### config.mk
export PLATFORM = sky130hd
export DESIGN_NAME = mcu_instruction_exec_subset
export DESIGN_NICKNAME = d
export VERILOG_FILES = /design/src/logic/exec_subset_pkg.sv /design/src/logic/exec_alu.sv /design/src/logic/mcu_instruction_exec_subset.sv
export SDC_FILE = /design/constraint.sdc
export NUM_CORES = 2
export LEC_CHECK = 0
export BUFFER_PORTS_ARGS = -buffer_cell sky130_fd_sc_hd__buf_2
export CAP_MARGIN = 20
export CORE_MARGIN = 5
export CORE_UTILIZATION = 30
export DETAILED_ROUTE_END_ITERATION = 6
export MAX_ROUTING_LAYER = met4
export PLACE_DENSITY_LB_ADDON = 0.08
export SKIP_LAST_GASP = 1
export SLEW_MARGIN = 25
export SYNTH_ARGS = -nofsm -noshare
export SYNTH_HDL_FRONTEND = slang
export SYNTH_SLANG_ARGS = --single-unit
### constraint.sdc
create_clock -name sys_clk -period 53.4 [get_ports sys_clk]
set_input_delay 10.68 -clock sys_clk [delete_from_list [all_inputs] [get_ports sys_clk]]
set_output_delay 10.68 -clock sys_clk [all_outputs]
set_load 0.05 [all_outputs]
### src/logic/exec_subset_pkg.sv
// shared constants and types for the instruction execution subset
package exec_subset_pkg;
   localparam int DATA_W = 8;
   localparam int ADDR_W = 7;
   localparam int NUM_FILE = 128;
   localparam int WDT_W = 8;
   localparam int PRESC_W = 8;
   // destination select encodings
   localparam logic DEST_ACC = 1'b0;
   localparam logic DEST_FILE = 1'b1;
   // values after reset
   localparam logic [DATA_W-1:0] ACC_RST = 8'h00;
   localparam logic [DATA_W-1:0] FILE_RST = 8'h00;
   localparam logic [WDT_W-1:0] WDT_CLR = 8'h00;
   localparam logic [PRESC_W-1:0] PRESC_CLR = 8'h00;
   localparam logic CARRY_RST = 1'b0;
   localparam logic HALF_RST = 1'b0;
   localparam logic ZERO_RST = 1'b0;
   localparam logic PD_FLAG_RST = 1'b1;
   localparam logic TO_FLAG_RST = 1'b1;

   typedef enum logic [2:0] {
      OP_NONE              = 3'h0,
      OP_POWER_DOWN        = 3'h1,
      OP_LITERAL_MINUS_ACC = 3'h2,
      OP_ROTATE_RIGHT_FILE = 3'h3,
      OP_FILE_MINUS_ACC    = 3'h4,
      OP_NIBBLE_EXCHANGE   = 3'h5,
      OP_LITERAL_XOR_ACC   = 3'h6,
      OP_FILE_XOR_ACC      = 3'h7
   } op_t;

   typedef enum logic [1:0] {
      ST_RUN   = 2'b01,
      ST_SLEEP = 2'b10
   } core_state_t;
endpackage : exec_subset_pkg

### src/logic/exec_alu.sv
// combinational result and flag computation for the instruction subset
`timescale 1ns/10ps
`default_nettype none
module exec_alu
   import exec_subset_pkg::*;
(
   // operation and operands
   input  wire op_t               op,
   input  wire logic [DATA_W-1:0] accIn,
   input  wire logic [DATA_W-1:0] fileIn,
   input  wire logic [DATA_W-1:0] literalIn,
   input  wire logic              carryIn,
   // result and flags
   output logic [DATA_W-1:0]      result,
   output logic                   carryOut,
   output logic                   halfOut,
   output logic                   zeroOut,
   output logic                   carryWr,
   output logic                   halfWr,
   output logic                   zeroWr
);
   logic [DATA_W-1:0] minuend;
   logic [DATA_W:0]   diff;
   logic [4:0]        lowDiff;

   always_comb begin
      minuend  = (op == OP_LITERAL_MINUS_ACC) ? literalIn : fileIn;
      // borrow-free subtraction sets the carry out
      diff     = {1'b0, minuend} + {1'b0, ~accIn} + 9'h001;
      lowDiff  = {1'b0, minuend[3:0]} + {1'b0, ~accIn[3:0]} + 5'h01;
      result   = 8'h00;
      carryOut = carryIn;
      halfOut  = 1'b0;
      carryWr  = 1'b0;
      halfWr   = 1'b0;
      zeroWr   = 1'b0;
      case (op)
         OP_LITERAL_MINUS_ACC, OP_FILE_MINUS_ACC: begin
            result   = diff[DATA_W-1:0];
            carryOut = diff[DATA_W];
            halfOut  = lowDiff[4];
            carryWr  = 1'b1;
            halfWr   = 1'b1;
            zeroWr   = 1'b1;
         end
         OP_ROTATE_RIGHT_FILE: begin
            result   = {carryIn, fileIn[DATA_W-1:1]};
            carryOut = fileIn[0];
            carryWr  = 1'b1;
         end
         OP_NIBBLE_EXCHANGE: begin
            result = {fileIn[3:0], fileIn[7:4]};
         end
         OP_LITERAL_XOR_ACC: begin
            result = accIn ^ literalIn;
            zeroWr = 1'b1;
         end
         OP_FILE_XOR_ACC: begin
            result = accIn ^ fileIn;
            zeroWr = 1'b1;
         end
         default: begin
            result = accIn;
         end
      endcase
      zeroOut = (result == 8'h00);
   end
endmodule : exec_alu
`default_nettype wire

### src/logic/mcu_instruction_exec_subset.sv
// execution unit for a subset of an 8-bit core instruction set
// Notes on behaviour
// - power-down enters sleep, stops the oscillator, halts execution until wake-up
// - power-down clears watchdog counter and its prescaler
// - power-down clears power-down flag, sets watchdog-expiry flag, nothing else
// - literal minus acc into acc, updates carry, half-borrow, zero
// - rotate file right through carry; only carry changes
// - file minus acc to destination, updates carry, half-borrow, zero
// - nibble exchange swaps halves, flags unchanged
// - literal xor acc into acc, only zero changes
// - file xor acc to destination, only zero changes
// - destination 0 writes acc, 1 writes addressed file register; literal forms always write acc
`timescale 1ns/10ps
`default_nettype none
module mcu_instruction_exec_subset
   import exec_subset_pkg::*;
(
   // clock and reset
   input  wire logic              sys_clk,
   input  wire logic              rst,
   // instruction issue
   input  wire logic              instrValid,
   input  wire op_t               instrOp,
   input  wire logic [DATA_W-1:0] literal,
   input  wire logic [ADDR_W-1:0] fileAddr,
   input  wire logic              destSel,
   // wake-up from outside logic
   input  wire logic              wakeUp,
   // watchdog tick from the prescaler source
   input  wire logic              wdtTick,
   // architectural state
   output logic [DATA_W-1:0]      acc,
   output logic                   carryFlag,
   output logic                   halfBorrowFlag,
   output logic                   zeroFlag,
   output logic                   powerDownFlagN,
   output logic                   watchdogExpiryFlagN,
   output logic [WDT_W-1:0]       watchdogTimer,
   output logic [PRESC_W-1:0]     watchdogPrescaler,
   output logic                   sleeping,
   output logic                   oscEnable
);
   logic [DATA_W-1:0]  acc_q, acc_d;
   logic [DATA_W-1:0]  file_q [NUM_FILE];
   logic [DATA_W-1:0]  file_d [NUM_FILE];
   logic               carry_q;
   logic               carry_d;
   logic               half_q;
   logic               half_d;
   logic               zero_q;
   logic               zero_d;
   logic               pdN_q;
   logic               pdN_d;
   logic               toN_q;
   logic               toN_d;
   logic [WDT_W-1:0]   wdt_q, wdt_d;
   logic [PRESC_W-1:0] presc_q, presc_d;
   core_state_t        state_q, state_d;
   logic               wakeS1_q;
   logic               wakeS2_q;
   logic               tickS1_q;
   logic               tickS2_q;

   logic [DATA_W-1:0]  aluResult;
   logic               aluCarry;
   logic               aluHalf;
   logic               aluZero;
   logic               carryWr;
   logic               halfWr;
   logic               zeroWr;
   logic               exec;
   logic [DATA_W-1:0]  fileRd;

   assign fileRd = file_q[fileAddr];
   assign exec   = instrValid && (state_q == ST_RUN);

   exec_alu u_alu (
      .op        (instrOp),
      .accIn     (acc_q),
      .fileIn    (fileRd),
      .literalIn (literal),
      .carryIn   (carry_q),
      .result    (aluResult),
      .carryOut  (aluCarry),
      .halfOut   (aluHalf),
      .zeroOut   (aluZero),
      .carryWr   (carryWr),
      .halfWr    (halfWr),
      .zeroWr    (zeroWr)
   );

   // pin inputs pass two flip-flops before use
   always_ff @(posedge sys_clk or posedge rst) begin
      if (rst) begin
         wakeS1_q <= 1'b0;
         wakeS2_q <= 1'b0;
         tickS1_q <= 1'b0;
         tickS2_q <= 1'b0;
      end else begin
         wakeS1_q <= wakeUp;
         wakeS2_q <= wakeS1_q;
         tickS1_q <= wdtTick;
         tickS2_q <= tickS1_q;
      end
   end

   // datapath and flags
   always_comb begin
      acc_d   = acc_q;
      carry_d = carry_q;
      half_d  = half_q;
      zero_d  = zero_q;
      for (int i = 0; i < NUM_FILE; i++) begin
         file_d[i] = file_q[i];
      end
      if (exec && instrOp != OP_POWER_DOWN && instrOp != OP_NONE) begin
         if (carryWr) begin
            carry_d = aluCarry;
         end
         if (halfWr) begin
            half_d = aluHalf;
         end
         if (zeroWr) begin
            zero_d = aluZero;
         end
         // literal forms always target the accumulator
         if (instrOp == OP_LITERAL_MINUS_ACC || instrOp == OP_LITERAL_XOR_ACC)
         begin
            acc_d = aluResult;
         end else if (destSel == DEST_ACC) begin
            acc_d = aluResult;
         end else begin
            file_d[fileAddr] = aluResult;
         end
      end
   end

   // sleep state, watchdog and power status
   always_comb begin
      state_d = state_q;
      pdN_d   = pdN_q;
      toN_d   = toN_q;
      wdt_d   = wdt_q;
      presc_d = presc_q;
      // prescaler counts ticks; the watchdog advances on prescaler wrap
      if (tickS2_q && state_q == ST_RUN) begin
         presc_d = presc_q + 8'h01;
         if (presc_q == 8'hFF) begin
            wdt_d = wdt_q + 8'h01;
         end
      end
      case (state_q)
         ST_RUN: begin
            if (exec && instrOp == OP_POWER_DOWN) begin
               state_d = ST_SLEEP;
               wdt_d   = WDT_CLR;
               presc_d = PRESC_CLR;
               pdN_d   = 1'b0;
               toN_d   = 1'b1;
            end
         end
         ST_SLEEP: begin
            if (wakeS2_q) begin
               state_d = ST_RUN;
            end
         end
         default: begin
            state_d = ST_RUN;
         end
      endcase
   end

   always_ff @(posedge sys_clk or posedge rst) begin
      if (rst) begin
         acc_q   <= ACC_RST;
         carry_q <= CARRY_RST;
         half_q  <= HALF_RST;
         zero_q  <= ZERO_RST;
         pdN_q   <= PD_FLAG_RST;
         toN_q   <= TO_FLAG_RST;
         wdt_q   <= WDT_CLR;
         presc_q <= PRESC_CLR;
         state_q <= ST_RUN;
         for (int i = 0; i < NUM_FILE; i++) begin
            file_q[i] <= FILE_RST;
         end
      end else begin
         acc_q   <= acc_d;
         carry_q <= carry_d;
         half_q  <= half_d;
         zero_q  <= zero_d;
         pdN_q   <= pdN_d;
         toN_q   <= toN_d;
         wdt_q   <= wdt_d;
         presc_q <= presc_d;
         state_q <= state_d;
         for (int i = 0; i < NUM_FILE; i++) begin
            file_q[i] <= file_d[i];
         end
      end
   end

   assign acc                 = acc_q;
   assign carryFlag           = carry_q;
   assign halfBorrowFlag      = half_q;
   assign zeroFlag            = zero_q;
   assign powerDownFlagN      = pdN_q;
   assign watchdogExpiryFlagN = toN_q;
   assign watchdogTimer       = wdt_q;
   assign watchdogPrescaler   = presc_q;
   // one-hot state bits drive the pins directly, no decode glitches
   assign sleeping            = state_q[1];
   assign oscEnable           = state_q[0];
endmodule : mcu_instruction_exec_subset
`default_nettype wire

Yosys cells after proc, flatten, opt, wreduce, memory -nomap -nowiden
Index checks and enable logic that the tools add are counted.
{"block": "totals", "register_bits": 1058, "inputBits": 24, "output_inout_bits": 31, "word_cells": 213}
{"block": "op_classes", "add_sub_neg": 6, "order_cmp": 2, "n_eq_ne": 14, "n_mux": 25, "bitwise_logic": 6, "n_reduce_logical": 20}
{"operator": "$bwmux W1024", "n": 1}
{"operator": "$mux W8", "n": 13}
{"operator": "$bmux W8 S7", "n": 1}
{"operator": "$demux W8 S7", "n": 1}
{"operator": "$pmux W8 S5", "n": 1}
{"operator": "$add A8 B1 Y8 const B", "n": 2}
{"operator": "$xor A8 B8 Y8", "n": 2}
{"operator": "$eq A3 B3 Y1 const B", "n": 4}
{"operator": "$reduce_and A2 Y1", "n": 5}
{"operator": "$add A8 B8 Y9", "n": 1}
{"operator": "$add A9 B1 Y9 const B", "n": 1}
{"operator": "$eq A8 B8 Y1 const B", "n": 1}
{"operator": "$ge A8 B8 Y1 const B", "n": 1}
{"operator": "$logic_not A8 Y1", "n": 1}
{"operator": "$lt A8 B1 Y1 const B", "n": 1}
{"operator": "$not A7 Y8", "n": 1}
{"operator": "$not A8 Y8", "n": 1}
{"operator": "$eq A3 B2 Y1 const B", "n": 2}
{"operator": "$logic_and A1 B1 Y1", "n": 6}
{"operator": "$reduce_and A3 Y1", "n": 2}
{"operator": "$add A4 B4 Y5", "n": 1}
{"operator": "$add A5 B1 Y5 const B", "n": 1}
{"operator": "$mux W1", "n": 4}
{"operator": "$mux W2", "n": 2}
{"operator": "other kinds (16)", "n": 17}

Depth between registers and ports, before layout
{"block": "logic_depth", "word_depth": 10, "mapped_depth": 30, "depth_no_buf": 21}

Hierarchy
Synthesis repeated with hierarchy kept, for this count alone.
{"block": "hier_totals", "hier_cells": 3063, "area_unflattened_um2": 48958.2}
{"mod": "mcu_instruction_exec_subset", "instances": 1, "cells_per_inst": 2906, "area_per_inst_um2": 47829.6, "seq_area_each_um2": 26477.9}
{"mod": "exec_alu", "instances": 1, "cells_per_inst": 157, "area_per_inst_um2": 1128.6, "seq_area_each_um2": 0.0}

Worst setup path after synthesis
No wires, ideal clock.
{"block": "synth_timing", "path_type": "input port to flip-flop", "from": "input port fileAddr[1]", "to": "register file_q[1006] in the netlist's numbering", "setup_time_ns": 0.065, "arrival_time_ns": 15.490, "required_time_ns": 53.335, "path_slack_ns": 37.845, "path_stages": 25, "path_buffers": 6, "cell_sequence": "buf_6 -> buf_2 -> buf_1 -> buf_2 -> mux4_2 -> mux2_2 -> o32a_1 -> a211oi_2 -> a31o_2 -> nor2_1 -> a21oi_1 -> ha_1 -> inv_1 -> fa_1 -> a21o_1 -> a21oi_1 -> o21ai_0 -> a21oi_1 -> xnor2_1 -> a22oi_1 -> and3_1 -> o211ai_1 -> clkbuf_1 -> clkbuf_1 -> mux2_2"}
{"block": "synth_via", "elab_chain_len": 9, "elab_cells_between_ends": 15, "cone_classes": "add/sub: 2; order compare: 2; mux: 8; bitwise: 2; reduce/logical: 1"}
{"element": "from (decl)", "line_no": "mcu_instruction_exec_subset.sv:25", "text": "input wire logic [ADDR_W-1:0] fileAddr,"}
{"element": "$not A7 Y8 (implied by the code) (*)", "line_no": "mcu_instruction_exec_subset.sv:74, mcu_instruction_exec_subset.sv:133"}
{"element": "$bmux W8 S7", "line_no": "mcu_instruction_exec_subset.sv:74", "text": "assign fileRd = file_q[fileAddr];"}
{"element": "$mux W8 (implied by the code) (2 in a row)", "line_no": "mcu_instruction_exec_subset.sv:74"}
{"element": "$mux W8", "line_no": "exec_alu.sv:27", "text": "minuend = (op == OP_LITERAL_MINUS_ACC) ? literalIn : fileIn;"}
{"element": "$add A8 B8 Y9", "line_no": "exec_alu.sv:29", "text": "diff = {1'b0, minuend} + {1'b0, ~accIn} + 9'h001;"}
{"element": "$add A9 B1 Y9", "line_no": "exec_alu.sv:29"}
{"element": "$pmux W8 S5", "line_no": "exec_alu.sv:37", "text": "case (op)"}
{"element": "$bwmux W1024 (*)", "line_no": "mcu_instruction_exec_subset.sv:133", "text": "file_d[fileAddr] = aluResult;"}
{"element": "to (signal, indexed assignment)", "line_no": "mcu_instruction_exec_subset.sv:198", "text": "file_q[i] <= file_d[i];"}
{"element": "to (decl)", "line_no": "mcu_instruction_exec_subset.sv:44", "text": "logic [DATA_W-1:0] file_q [NUM_FILE];"}
Mark *: on every way between the ends. The rest lies on a longest branch, timed or not. The select of a mux whose other input is x is not followed.
A chain may end at the register's enable or synchronous reset.

Worst setup path in the final report
{"block": "layout_timing", "from": "input port fileAddr[0]", "to": "register file_q[835] in the netlist's numbering"}
Same word-level chain as after synthesis.

==> impl_metrics.toml <==
[run_status]
status = "finished, violations left"
failed_checks = "design-rule violations"

[logic_synthesis]
syn-instance-count = 4091
asyncSetResetFlopFracSynth = 1.000
post_synth_num_cell_types = 94
synth_edf_count = 0
synth.top_cells.by_area = "sky130_fd_sc_hd__dfrtp_1, sky130_fd_sc_hd__mux2_2, sky130_fd_sc_hd__mux4_2"
avgSynthCellArea_um2 = 12.18
netlist.top_cell.by_area = "sky130_fd_sc_hd__dfrtp_1"
yosys_register_bits = 1058
post-synth-top-count-cell = "sky130_fd_sc_hd__dfrtp_1"
syn_nets = 4127
ys_top_cells_by_count = "sky130_fd_sc_hd__dfrtp_1, sky130_fd_sc_hd__nor2_1, sky130_fd_sc_hd__mux2_2"
area_of_the_mapped_netlist_um2 = 49830
post-synth-top-area-fraction = 0.5303
synth-main-ff-cell = "sky130_fd_sc_hd__dfrtp_1"
yosys_warning_count = 0
synth_sequential_area_ratio = 0.5313

[critical_path]
timing.critical_path.slowest_cell_delay_ps = 790
worst-r2r-cell-count = 18
critical_path_start_type = "primary input"
slowest_stage = "sky130_fd_sc_hd__a2bb2oi_4"
crit_top_cell = "sky130_fd_sc_hd__buf_4"
cp_cell_sequence = "buf_8 -> buf_4 -> buf_4 -> buf_4 -> buf_4 -> buf_4 -> mux4_1 -> a22o_1 -> o21ai_0 -> and3_1 -> o31ai_2 -> mux2_2 -> ha_1 -> o21ai_0 -> a21boi_0 -> o32a_1 -> o22ai_1 -> a221o_1 -> o22ai_1 -> a2bb2oi_4 -> buf_4 -> buf_4 -> mux2_2"
critical_path.max_fanout = 56
worst-r2r-setup-slack_ps = 46240
arrival_ps = 19890
worstSetupEndpointType = "register"
crit_type = "in -> reg"
rr_endpoint = "file_q[835]"
critPathRequiredTime_ps = 54070
r2r_start = "file_q[161]"

[die]
floorplan.initialDensity = 0.3020
floorplan.die.height_um = 417.6
floorplan.die_area_um2 = 174400
ioPinCount = 55
core_region_area_um2 = 165000
core.rowCount = 149
die_width_um = 417.6

[clocking]
cts_resized = 0
cts_made_buffers = 131
cts_root_buf = "sky130_fd_sc_hd__clkbuf_16"
clk_latency_ps = 760
clock_edge_transition_at_the_registers_on_the_reported_setup_and_hold_paths_ps = 60
clk_path_buf_depth = 3
cts_tree = "done"
h-tree-depth = 4
post_cts_buffers = 0
clkSinkCount = 1058
ctsHoldBuffers = 0

[place]
gp_routability_congestion = 0.8290
place_hpwl_um = 117000
pre_cts_ws_ps = 33230
placement.cell_area_um2 = 52630
number_of_i_o_port_buffers = 53

[finish]
design_area_um2 = 56960
syn_to_final_growth_pct = 14.31
antenna-diode-count = 0
drive_gt1_frac = 0.3173
nets_final = 4145
nFillCells = 16357

[power_and_ir_drop]
p_leak_uw = 0.02588
power_per_cell_area_nw_per_um2 = 36.80
report.power.total_uw = 2096
worst_ir_drop_vdd_mv = 0.02907

[flow_run]
cap_viol_max_count = 0

[sta]
finalWorstSetupSlack_ps = 34180
max_clock_freq_ghz = 0.05204
layout_worst_path_cycle_share = 0.3599
grt_setup_unrepaired = "no"
fin_crit_ps = 19220
tns_ps = 0
setup_violations = 0
finalHoldViolCount = 0
normalized_max_slew_margin = 0.2598
finClkSkew_ps = 32.66
timing_worst_slew_pin_value_ps = 1096
timing.final.max_slew_violations = 0

[routing]
drt-initial-drc-count = 2506
route.detailed.vias_per_inst = 5.206
routed-via-count = 33281
met3WireLength_um = 7386
wl_met2_um = 82800
route.detailed.drc = 2
wl_per_cell_um = 28.21
wl_met1_um = 86150
final_antenna_net_count = 0
routed.top_layer = "met4"
detailedRoute.firstPassIterationCount = 7
finalWirelength_um = 180300

[global_route]
grt_usage = 0.2119
grt_max_degree = 174
grt_antenna_before_repair = 4
grt_pass1_wl_um = 262600
total_congestion_overflow = 0
first_global_vias = 33854

[hold_path]
hold_critical_path_depth = 0
min_from = "wakeS1_q"
hold_path_endpoint = "wakeS2_q"
hp-class = "reg -> reg"
-- cell families after synthesis --
group	share of synthesized area
other	0.00007525
buffers and inverters	0.04263
adder cells (fa/ha/maj)	0.003163
multiplexers	0.2239
AND/OR/NAND/NOR	0.08007
XOR/XNOR	0.004570
flip-flops	0.5313
AO/OA/AOI/OAI	0.1143
-- layer usage --
| layer | vias up | global-route usage |
|---|---|---|
| met5 | - | - |
| met4 | 0 | 0.04786 |
| met3 | 212 | 0.02875 |
| met2 | 730 | 0.3245 |
| met1 | 17641 | 0.3009 |
| li1 | 14698 | - |
-- through the flow --
step / cells / util / hold WS, ps
after floorplan: 4091 / - / 331.2
after global placement: 6159 / 0.3180 / 334.0
after detailed placement: 6164 / 0.3190 / 337.2
after CTS: 6392 / 0.3450 / 361.2
after global routing: 6393 / 0.3453 / 378.2
final: 6393 / 0.3453 / 356.9
-- sequential cells by signal, indices dropped and copies added (netlist names) --
name	count
file_q	1024
acc	8
watchdogPrescaler	8
watchdogTimer	8
state_q	2
carryFlag	1
halfBorrowFlag	1
powerDownFlagN	1
tickS1_q	1
tickS2_q	1
wakeS1_q	1
wakeS2_q	1
zeroFlag	1
-- worst max-delay path by stage --
| stage | startpoint | end | slack (ps) | cells past startpoint |
|---|---|---|---|---|
| final | fileAddr[0] | file_q[835] | 34180 | 23 |
| after CTS | fileAddr[0] | file_q[883] | 34010 | 23 |
| after detailed placement | fileAddr[0] | file_q[883] | 33230 | 23 |
| after global routing | fileAddr[0] | file_q[835] | 33640 | 23 |
| after global placement | fileAddr[0] | file_q[795] | 33180 | 23 |
| after floorplan | rst | acc[0] | 12940 | 1 |
-- critical path: cells and delay by family --
kind                       cells  cell delay, ps
muxes                          3            1230
AOI/OAI and AO/OA             10            2780
and+or+nand+nor                1             310
buffers and inverters          8            4300
adders and majority gates      1             310
-- report_power, final --
part	leakage, uW	switching, uW	total [uW]	internal [uW]
Combinational	0.00917	248	338	89.4
Sequential	0.0146	24.7	866	841
Clock	0.00211	362	893	531
-- area by class of cell --
| type | instances | area, um^2 | share of cell area |
|---|---|---|---|
| Timing Repair Buffer | 254 | 1941 | 0.03407 |
| Clock buffer | 196 | 3916 | 0.06875 |
| Clock inverter | 32 | 370.4 | 0.006502 |
| Inverter | 28 | 112.6 | 0.001977 |
| Tap cell | 2189 | 2739 | 0.04808 |
| Sequential cell | 1058 | 26480 | 0.4648 |
| Multi-Input combinational cell | 2636 | 21410 | 0.3758 |
-- cell usage in the layout, fill, tap and decap left out, drive strengths merged, types with 6 or more instances in the layout --
master and count:
nor3b 7, o211ai 9, nor4 6, nor2 708
mux2i 90, o22ai 42, o221ai 10, mux2 537
ha 11, clkinv 22, nor3 19, a22oi 37
nand3b 8, a221oi 33, inv 32, mux4 186
clkbuf 196, buf 254, nand2b 11, or3 8
o22a 6, a2111oi 6, o2bb2ai 10, o21ai 47
a21oi 547, and3 13, nand4 7, and2 10
xnor2 15, o31ai 6, dfrtp 1056, nand3 24
a211oi 20, nand2 96, a31oi 14, xor2 11
a22o 8, nor2b 13
(Power assumes the default switching activity.)
